$ cat config.mk
export PLATFORM = sky130hd
export DESIGN_NAME = pio_port_bank
export DESIGN_NICKNAME = d
export VERILOG_FILES = /design/src/pio_pkg.sv /design/src/pio_port_bank.sv
export SDC_FILE = /design/constraint.sdc
export NUM_CORES = 1
export LEC_CHECK = 0
export ABC_CLOCK_PERIOD_IN_PS = 14750
export BUFFER_PORTS_ARGS = -buffer_cell sky130_fd_sc_hd__buf_2
export CAP_MARGIN = 25
export CORE_MARGIN = 3
export CORE_UTILIZATION = 30
export CTS_BUF_LIST = sky130_fd_sc_hd__clkbuf_8 sky130_fd_sc_hd__clkbuf_16
export DETAILED_ROUTE_END_ITERATION = 7
export GPL_ROUTABILITY_DRIVEN = 0
export PLACE_DENSITY = 0.5
export SYNTH_ARGS = -nofsm -noshare
export SYNTH_HDL_FRONTEND = slang
export SYNTH_SLANG_ARGS = --single-unit
$ cat constraint.sdc
create_clock -name clk_sys -period 14.75 [get_ports clk_sys]
set_input_delay 1.475 -clock clk_sys [delete_from_list [all_inputs] [get_ports clk_sys]]
set_output_delay 1.475 -clock clk_sys [all_outputs]
set_load 0.02 [all_outputs]
$ cat src/pio_pkg.sv
// pio_pkg: register map, field masks and bus types of the parallel port bank.
// assumes: included before pio_port_bank; all users write pio_pkg::name.
`default_nettype none
package pio_pkg;

	localparam int PIO_PORTS = 8;
	localparam int PIO_PW    = 8;
	localparam int PIO_PINS  = PIO_PORTS * PIO_PW;

	// register indices; the byte address on the bus is four times the index
	localparam logic [3:0] PIO_IDX_A_DATA = 4'h0;
	localparam logic [3:0] PIO_IDX_B_DATA = 4'h1;
	localparam logic [3:0] PIO_IDX_C_DATA = 4'h2;
	localparam logic [3:0] PIO_IDX_D_DATA = 4'h3;
	localparam logic [3:0] PIO_IDX_A_DIR  = 4'h4;
	localparam logic [3:0] PIO_IDX_B_DIR  = 4'h5;
	localparam logic [3:0] PIO_IDX_C_DIR  = 4'h6;
	localparam logic [3:0] PIO_IDX_D_DIR  = 4'h7;
	localparam logic [3:0] PIO_IDX_E_DATA = 4'h8;
	localparam logic [3:0] PIO_IDX_F_DATA = 4'h9;
	localparam logic [3:0] PIO_IDX_G_DATA = 4'ha;
	localparam logic [3:0] PIO_IDX_H_DATA = 4'hb;
	localparam logic [3:0] PIO_IDX_E_DIR  = 4'hc;
	localparam logic [3:0] PIO_IDX_F_DIR  = 4'hd;
	localparam logic [3:0] PIO_IDX_G_DIR  = 4'he;
	localparam logic [3:0] PIO_IDX_H_DIR  = 4'hf;

	localparam int PIO_ADDR_W = 8;
	localparam int PIO_IDX_LSB = 2;

	// port numbers inside the bank
	localparam int PIO_PORT_B = 1;
	localparam int PIO_PORT_C = 2;

	// implemented data bits per port, port a in the low byte
	localparam logic [63:0] PIO_DATA_MASK = 64'h03077fffff3fffff;
	// implemented direction bits; port c bit 7 is the clock-output enable
	localparam logic [63:0] PIO_DIR_MASK  = 64'h03077fffffbfffff;
	localparam logic [7:0]  PIO_DIR_RESET = 8'h00;

	localparam int PIO_CLKOUT_BIT = 7;
	localparam int PIO_CLKOUT_PIN = 2;

	// converter channel codes 0..7 land on port b pins 0..7
	localparam logic [4:0] PIO_CH_PORTB_LAST = 5'h07;

	localparam logic [1:0] PIO_RESP_OKAY   = 2'b00;
	localparam logic [1:0] PIO_RESP_SLVERR = 2'b10;

	// pin drive bundle, bit 8*p+n is pin n of port p
	typedef struct packed {
		logic [63:0] level;
		logic [63:0] enable;
	} pio_drive_t;

endpackage : pio_pkg

`default_nettype wire

$ cat src/pio_port_bank.sv
// pio_port_bank: eight parallel ports, fifty pins, behind an axi4-lite slave.
// assumes: pin levels arrive from outside and are synchronised here; the
// converter channel select comes from logic on clk_sys.
`timescale 1ns/100ps
`default_nettype none

// What this block does
// - Fifty two-way pins in eight ports, each pin input or output.
// - Data A-D at 0-3, direction A-D at 4-7, data E-H 8-b, direction E-H c-f.
// - Port c data bits 7,6 read zero; direction bit 7 enables clock out.
// - Ports f, g, h implement only their low 7, 3, 2 bits.
// - Data latches keep their value through reset, undefined until written.
// - Direction bit one drives the pin; zero leaves it undriven.
// - Reset clears the direction bits of all eight ports, making every pin an input.
// - Data reads give the latch for outputs, the pin level for inputs.
// - Latch writes with strobe lane 0 set land in either direction; an input pin is not affected.
// - Converter channel select claims port b pins as analog channels.
// - Claimed port b bit reads zero as input, latch as output.
// - Claimed port b pins never drive; direction bit only steers reads.
// - Clock-output enable drives clock on port c pin 2; reset clears it.
module pio_port_bank (
	// clock and reset
	input  wire logic                          clk_sys,
	input  wire logic                          nrst,
	// axi4-lite write address and data
	input  wire logic [pio_pkg::PIO_ADDR_W-1:0] s_axi_awaddr,
	input  wire logic                          s_axi_awvalid,
	output var  logic                          s_axi_awready,
	input  wire logic [31:0]                   s_axi_wdata,
	input  wire logic [3:0]                    s_axi_wstrb,
	input  wire logic                          s_axi_wvalid,
	output var  logic                          s_axi_wready,
	// axi4-lite write response
	output var  logic [1:0]                    s_axi_bresp,
	output var  logic                          s_axi_bvalid,
	input  wire logic                          s_axi_bready,
	// axi4-lite read
	input  wire logic [pio_pkg::PIO_ADDR_W-1:0] s_axi_araddr,
	input  wire logic                          s_axi_arvalid,
	output var  logic                          s_axi_arready,
	output var  logic [31:0]                   s_axi_rdata,
	output var  logic [1:0]                    s_axi_rresp,
	output var  logic                          s_axi_rvalid,
	input  wire logic                          s_axi_rready,
	// converter claim on port b
	input  wire logic                          converter_active,
	input  wire logic [4:0]                    converter_channel_select,
	// package pins
	input  wire logic [63:0]                   pin_in,
	output var pio_pkg::pio_drive_t            pin_drive
);

	logic       rst_s1_reg;
	logic       rst_n_reg;
	logic [63:0] pin_s1_reg;
	logic [63:0] pin_s2_reg;
	logic [7:0] data_reg [pio_pkg::PIO_PORTS];
	logic [7:0] dir_reg  [pio_pkg::PIO_PORTS];
	logic [7:0] read_val [pio_pkg::PIO_PORTS];
	logic [7:0] dirr_val [pio_pkg::PIO_PORTS];
	logic [7:0] adc_claim;
	logic [63:0] drive_lvl_next;
	logic [63:0] drive_en_next;
	logic       clk_div_reg;
	logic       clkout_en;

	logic                          aw_full_reg;
	logic                          w_full_reg;
	logic [pio_pkg::PIO_ADDR_W-1:0] aw_addr_reg;
	logic [7:0]                    w_data_reg;
	logic                          w_lane0_reg;
	logic                          do_write;
	logic                          wr_mapped;
	logic [3:0]                    wr_idx;
	logic [3:0]                    rd_idx;
	logic                          rd_mapped;
	logic [7:0]                    rd_word;

	// reset release
	always_ff @(posedge clk_sys or negedge nrst) begin
		if (!nrst) begin
			rst_s1_reg <= 1'b0;
			rst_n_reg  <= 1'b0;
		end else begin
			rst_s1_reg <= 1'b1;
			rst_n_reg  <= rst_s1_reg;
		end
	end

	// pins are asynchronous to clk_sys
	always_ff @(posedge clk_sys or negedge rst_n_reg) begin
		if (!rst_n_reg) begin
			pin_s1_reg <= 64'h0;
			pin_s2_reg <= 64'h0;
		end else begin
			pin_s1_reg <= pin_in;
			pin_s2_reg <= pin_s1_reg;
		end
	end

	// converter codes above 7 belong to other channels
	always_comb begin
		adc_claim = 8'h00;
		if (converter_active &&
		    converter_channel_select <= pio_pkg::PIO_CH_PORTB_LAST) begin
			adc_claim[converter_channel_select[2:0]] = 1'b1;
		end
	end

	assign clkout_en = dir_reg[pio_pkg::PIO_PORT_C][pio_pkg::PIO_CLKOUT_BIT];

	// per-port read values and pin drive
	for (genvar p = 0; p < pio_pkg::PIO_PORTS; p++) begin : g_port
		localparam logic [7:0] DMASK = pio_pkg::PIO_DATA_MASK[8*p +: 8];
		localparam logic [7:0] RMASK = pio_pkg::PIO_DIR_MASK[8*p +: 8];
		logic [7:0] claim;
		logic [7:0] pin_dir;

		assign claim = (p == pio_pkg::PIO_PORT_B) ? adc_claim : 8'h00;

		// latch for outputs, pin for inputs, zero for claimed inputs
		assign read_val[p] = DMASK & ((dir_reg[p] & data_reg[p])
			| (~dir_reg[p] & ~claim & pin_s2_reg[8*p +: 8]));
		// c bit 6, f/g/h upper bits read zero
		assign dirr_val[p] = RMASK & dir_reg[p];

		// claimed pins ignore the direction bit for driving
		assign pin_dir = dir_reg[p] & DMASK & ~claim;

		for (genvar n = 0; n < pio_pkg::PIO_PW; n++) begin : g_pin
			if (p == pio_pkg::PIO_PORT_C && n == pio_pkg::PIO_CLKOUT_PIN) begin : g_ck
				// clock output overrides this pin's direction bit
				assign drive_en_next[8*p+n]  = clkout_en | pin_dir[n];
				assign drive_lvl_next[8*p+n] = clkout_en ? clk_div_reg
					: data_reg[p][n];
			end else begin : g_io
				assign drive_en_next[8*p+n]  = pin_dir[n];
				assign drive_lvl_next[8*p+n] = data_reg[p][n];
			end
		end
	end

	// clock output runs at half clk_sys so that the pin comes from a flop;
	// a direct clock on a data pin would skip the output register
	always_ff @(posedge clk_sys or negedge rst_n_reg) begin
		if (!rst_n_reg) begin
			clk_div_reg <= 1'b0;
		end else begin
			clk_div_reg <= ~clk_div_reg;
		end
	end

	always_ff @(posedge clk_sys or negedge rst_n_reg) begin
		if (!rst_n_reg) begin
			pin_drive.level  <= 64'h0;
			pin_drive.enable <= 64'h0;
		end else begin
			pin_drive.level  <= drive_lvl_next;
			pin_drive.enable <= drive_en_next;
		end
	end

	// write channel capture; address and data are taken in either order
	assign wr_idx    = aw_addr_reg[pio_pkg::PIO_IDX_LSB +: 4];
	assign wr_mapped = aw_addr_reg[pio_pkg::PIO_ADDR_W-1:6] == 2'b00;
	assign do_write  = aw_full_reg && w_full_reg && !s_axi_bvalid;

	always_ff @(posedge clk_sys or negedge rst_n_reg) begin
		if (!rst_n_reg) begin
			aw_full_reg   <= 1'b0;
			s_axi_awready <= 1'b0;
			aw_addr_reg   <= '0;
		end else if (s_axi_awvalid && s_axi_awready) begin
			aw_full_reg   <= 1'b1;
			s_axi_awready <= 1'b0;
			aw_addr_reg   <= s_axi_awaddr;
		end else if (do_write || !aw_full_reg) begin
			aw_full_reg   <= 1'b0;
			s_axi_awready <= 1'b1;
		end
	end

	always_ff @(posedge clk_sys or negedge rst_n_reg) begin
		if (!rst_n_reg) begin
			w_full_reg   <= 1'b0;
			s_axi_wready <= 1'b0;
			w_data_reg   <= 8'h00;
			w_lane0_reg  <= 1'b0;
		end else if (s_axi_wvalid && s_axi_wready) begin
			w_full_reg   <= 1'b1;
			s_axi_wready <= 1'b0;
			w_data_reg   <= s_axi_wdata[7:0];
			w_lane0_reg  <= s_axi_wstrb[0];
		end else if (do_write || !w_full_reg) begin
			w_full_reg   <= 1'b0;
			s_axi_wready <= 1'b1;
		end
	end

	always_ff @(posedge clk_sys or negedge rst_n_reg) begin
		if (!rst_n_reg) begin
			s_axi_bvalid <= 1'b0;
			s_axi_bresp  <= pio_pkg::PIO_RESP_OKAY;
		end else if (do_write) begin
			s_axi_bvalid <= 1'b1;
			s_axi_bresp  <= wr_mapped ? pio_pkg::PIO_RESP_OKAY
				: pio_pkg::PIO_RESP_SLVERR;
		end else if (s_axi_bready) begin
			s_axi_bvalid <= 1'b0;
		end
	end

	// data latches have no reset and accept writes in any direction
	always_ff @(posedge clk_sys) begin
		if (do_write && wr_mapped && w_lane0_reg) begin
			unique case (wr_idx)
				pio_pkg::PIO_IDX_A_DATA, pio_pkg::PIO_IDX_B_DATA,
				pio_pkg::PIO_IDX_C_DATA, pio_pkg::PIO_IDX_D_DATA: begin
					data_reg[wr_idx[1:0]] <= w_data_reg
						& pio_pkg::PIO_DATA_MASK[8*wr_idx[1:0] +: 8];
				end
				pio_pkg::PIO_IDX_E_DATA, pio_pkg::PIO_IDX_F_DATA,
				pio_pkg::PIO_IDX_G_DATA, pio_pkg::PIO_IDX_H_DATA: begin
					data_reg[{1'b1, wr_idx[1:0]}] <= w_data_reg
						& pio_pkg::PIO_DATA_MASK[8*{1'b1, wr_idx[1:0]} +: 8];
				end
				default: begin
				end
			endcase
		end
	end

	// all direction bits, clock-output enable included, clear at reset
	always_ff @(posedge clk_sys or negedge rst_n_reg) begin
		if (!rst_n_reg) begin
			for (int i = 0; i < pio_pkg::PIO_PORTS; i++) begin
				dir_reg[i] <= pio_pkg::PIO_DIR_RESET;
			end
		end else if (do_write && wr_mapped && w_lane0_reg) begin
			unique case (wr_idx)
				pio_pkg::PIO_IDX_A_DIR, pio_pkg::PIO_IDX_B_DIR,
				pio_pkg::PIO_IDX_C_DIR, pio_pkg::PIO_IDX_D_DIR: begin
					dir_reg[wr_idx[1:0]] <= w_data_reg
						& pio_pkg::PIO_DIR_MASK[8*wr_idx[1:0] +: 8];
				end
				pio_pkg::PIO_IDX_E_DIR, pio_pkg::PIO_IDX_F_DIR,
				pio_pkg::PIO_IDX_G_DIR, pio_pkg::PIO_IDX_H_DIR: begin
					dir_reg[{1'b1, wr_idx[1:0]}] <= w_data_reg
						& pio_pkg::PIO_DIR_MASK[8*{1'b1, wr_idx[1:0]} +: 8];
				end
				default: begin
				end
			endcase
		end
	end

	// read decode
	assign rd_idx    = s_axi_araddr[pio_pkg::PIO_IDX_LSB +: 4];
	assign rd_mapped = s_axi_araddr[pio_pkg::PIO_ADDR_W-1:6] == 2'b00;

	always_comb begin
		unique case (rd_idx)
			pio_pkg::PIO_IDX_A_DATA, pio_pkg::PIO_IDX_B_DATA,
			pio_pkg::PIO_IDX_C_DATA, pio_pkg::PIO_IDX_D_DATA: begin
				rd_word = read_val[rd_idx[1:0]];
			end
			pio_pkg::PIO_IDX_A_DIR, pio_pkg::PIO_IDX_B_DIR,
			pio_pkg::PIO_IDX_C_DIR, pio_pkg::PIO_IDX_D_DIR: begin
				rd_word = dirr_val[rd_idx[1:0]];
			end
			pio_pkg::PIO_IDX_E_DATA, pio_pkg::PIO_IDX_F_DATA,
			pio_pkg::PIO_IDX_G_DATA, pio_pkg::PIO_IDX_H_DATA: begin
				rd_word = read_val[{1'b1, rd_idx[1:0]}];
			end
			default: begin
				rd_word = dirr_val[{1'b1, rd_idx[1:0]}];
			end
		endcase
	end

	// one read at a time; the answer follows the address by one edge
	always_ff @(posedge clk_sys or negedge rst_n_reg) begin
		if (!rst_n_reg) begin
			s_axi_arready <= 1'b0;
			s_axi_rvalid  <= 1'b0;
			s_axi_rdata   <= 32'h0;
			s_axi_rresp   <= pio_pkg::PIO_RESP_OKAY;
		end else if (s_axi_arvalid && s_axi_arready) begin
			s_axi_arready <= 1'b0;
			s_axi_rvalid  <= 1'b1;
			s_axi_rdata   <= rd_mapped ? {24'h0, rd_word} : 32'h0;
			s_axi_rresp   <= rd_mapped ? pio_pkg::PIO_RESP_OKAY
				: pio_pkg::PIO_RESP_SLVERR;
		end else if (s_axi_rvalid && s_axi_rready) begin
			s_axi_rvalid  <= 1'b0;
			s_axi_arready <= 1'b1;
		end else if (!s_axi_rvalid) begin
			s_axi_arready <= 1'b1;
		end
	end

endmodule : pio_port_bank

`default_nettype wire

==> results.sh <==
export IMPL_status="completed"
export IMPL_yosys_area_top_type="dfrtp_1"
export IMPL_tns_ns=0
export IMPL_antenna_found_initial=8
export IMPL_irDropWorstVdd_uv=112.4
export IMPL_setup_viol=0
export IMPL_dp_hpwl_mm=24.20
export IMPL_drv_slew=0
export IMPL_cts_buffers=40
export IMPL_ys_warn_count=0
export IMPL_rsz0062_at_grt="false"
export IMPL_nNetsFinal=1140
export IMPL_slowest_delay_ns=0.85
export IMPL_die_area_um2=44140
export IMPL_critPathMaxFanout=47
export IMPL_yosysTopAreaCellShare_pct=60.07
export IMPL_crit_chain="buf_2 -> buf_4 -> nand2b_1 -> nor2_1 -> a2111oi_0 -> o22ai_1 -> a32o_1"
export IMPL_switching_share_pct=29.07
export IMPL_yosysMostFrequentCell="dfrtp_1"
export IMPL_clock_latency_ns=0.55
export IMPL_clockPowerShare_pct=36.5
export IMPL_ys_async_sr_fraction_pct=82.42
export IMPL_slowest_stage="a2111oi_0"
export IMPL_ys_flop_type="dfrtp_1"
export IMPL_synth_area_top_cells="dfrtp_1 60%, edfxtp_1 15%, mux2_2 7.1%"
export IMPL_p_leak_uw=0.007117
export IMPL_hold_buffers=0
export IMPL_p_sw_uw=804.3
export IMPL_r2r_start="aw_addr_reg[7]"
export IMPL_largest_reg_flops=114
export IMPL_avgSynthCellArea_um2=16.36
export IMPL_grt_overflow_total=0
export IMPL_period_needed_ns=3.688
export IMPL_final_hold_viol_count=0
export IMPL_final_design_area_no_fill_um2=15480
export IMPL_ant_nets=0
export IMPL_row_count=74
export IMPL_synth_edff_count=64
export IMPL_dpl_cell_area_um2=14080
export IMPL_postSynthCellCount=764
export IMPL_vias=6994
export IMPL_drc=0
export IMPL_syn_area_um2=12500
export IMPL_htreeDepth=2
export IMPL_start_util_pct=30.47
export IMPL_synth_seq_area_share_pct=75.45
export IMPL_hold_start="data_reg[7][2]"
export IMPL_cts_setup_buffers=0
export IMPL_cts_root_buf="clkbuf_16"
export IMPL_syn_to_final_growth_pct=23.91
export IMPL_routedWlPerCell_um=22.04
export IMPL_cp_buffers_inverters=2
export IMPL_ys_top_cells_by_count="300 x dfrtp_1, 79 x mux2_2, 64 x edfxtp_1, 46 x mux2i_1, 41 x buf_4"
export IMPL_path_clk_slew_ns=0.06
export IMPL_powerDensity_nw_per_um2=178.7
export IMPL_hp_class="reg -> reg"
export IMPL_track_usage_pct=15.78
export IMPL_clock_skew_ns=0.02757
export IMPL_drt_iter0_markers=365
export IMPL_io_pins=298
export IMPL_critPathTopFamily="compound AO/OA/AOI/OAI gates"
export IMPL_multi_input_area_um2=2796
export IMPL_holdWs_ns=0.3413
export IMPL_p_int_uw=1963
export IMPL_relSlewSlack_pct=33.03
export IMPL_vias_per_cell=4.435
export IMPL_grt_max_degree=154
export IMPL_grt_pass1_vias=7465
export IMPL_dr_pass1_iters=4
export IMPL_final_core_util_pct=37.75
export IMPL_path_class="in -> reg"
export IMPL_die_h_um=210.1
export IMPL_worstSetupStartpoint="s_axi_araddr[2]"
export IMPL_end_kind="flop"
export IMPL_reg2reg_slack_ns=12.27
export IMPL_startpoint_type="input port"
export IMPL_clock_sinks=364
export IMPL_portBuffers=212
export IMPL_required_ns=15.17
export IMPL_drt_total_wl_mm=34.76
export IMPL_cts_tree="built"
export IMPL_core_um2=41020
export IMPL_die_w_um=210.1
export IMPL_fmax_ghz=0.2712
export IMPL_cts_resized=0
export IMPL_yosysUniqueCellTypes=55
export IMPL_ys_ff_latch=364
export IMPL_fill_cells=3939
export IMPL_grt_pass1_wl_mm=50.58
export IMPL_cp_data_arrival_time_ns=4.11
export IMPL_max_cap_viol_count=0
export IMPL_share_comb_of_total_power_pct=14.8
export IMPL_clockBufferDepth=3
export IMPL_drive_gt1_share_pct=37.20
export IMPL_power_frac_seq_pct=48.8
export IMPL_period_share_pct=25.00
export IMPL_tightest_slew_ns=0.9793
export IMPL_final_seq_area_um2=9433
[power by group through the flow]
stage,Sequential [uW],Combinational (uW),Clock (uW)
global route,1370,442,1080
finish,1350,408,1010
detailed placement,1370,416,0
CTS,1350,417,1040
floorplan,1360,203,0
global placement,1370,411,0
[metrics by stage]
| stage | setup slack, ns | cells | total power [uW] |
|---|---|---|---|
| floorplan | 5.770 | 803 | 1563 |
| global placement | 10.54 | 1497 | 1780 |
| detailed placement | 10.51 | 1498 | 1788 |
| CTS | 11.10 | 1572 | 2815 |
| global route | 11.15 | 1576 | 2897 |
| finish | 11.06 | 1577 | 2767 |
[path summary, 6_finish.rpt]
kind / to / depth (start not counted)
worst max-delay path: s_axi_rdata[2] / 7
worst min-delay path: pin_drive[122] / 0
worst max register to register: data_reg[6][5] / 4
worst min register to register: pin_drive[122] / 0
max in group asynchronous: pin_drive[44] / 1
min in group asynchronous: w_data_reg[0] / 0
[per-layer routing]
layer	global-route usage, %	up-vias	routed length [um]
met5	0	-	62
met4	6.464	10	1289
met3	4.286	73	2461
met2	23.89	216	15590
met1	21.65	3548	15360
li1	-	3147	-
[placed cells by master (no fill, tap or decap), types with 3 or more instances in the layout]
| cell | n |
|---|---|
| a21boi_0 | 6 |
| nor2b_1 | 10 |
| dfrtp_1 | 299 |
| o21ai_0 | 16 |
| clkbuf_8 | 7 |
| nor2_1 | 21 |
| buf_4 | 11 |
| clkinv_2 | 6 |
| clkbuf_16 | 41 |
| a211oi_1 | 6 |
| buf_2 | 213 |
| a2111oi_0 | 3 |
| nor2_2 | 3 |
| a211o_1 | 3 |
| edfxtp_1 | 64 |
| mux2i_1 | 46 |
| nand2b_1 | 13 |
| nand2_1 | 22 |
| nand4_1 | 4 |
| nor3_1 | 5 |
| mux4_2 | 3 |
| a22oi_1 | 7 |
| conb_1 | 41 |
| inv_1 | 18 |
| o22ai_1 | 7 |
| nand3_1 | 20 |
| a31oi_1 | 6 |
| a21oi_1 | 12 |
| or2_2 | 3 |
| mux2_2 | 79 |
| bufinv_16 | 4 |
| and2_1 | 6 |
[final cells by class]
cell class	instances	share of cell area, %
diodes	2	0.03232
multi-input cells	371	18.06
inverters	7	0.1697
clock buffers	48	7.248
flip-flops and latches	364	60.92
well taps	532	4.299
clock inverters	26	1.479
repair buffers	227	7.797
[cell families (layout without fill, tap and decap cells)]
family | Yosys count | in the layout | share of synthesized area, %
flops | 364 | 364 | 75.45
other cells | 2 | 43 | 0.06009
mux | 128 | 128 | 11.34
simple gates | 121 | 121 | 5.357
compound gates | 81 | 81 | 4.385
buf+inv | 68 | 308 | 3.404
Note: power is estimated with default switching activity, not from simulation.
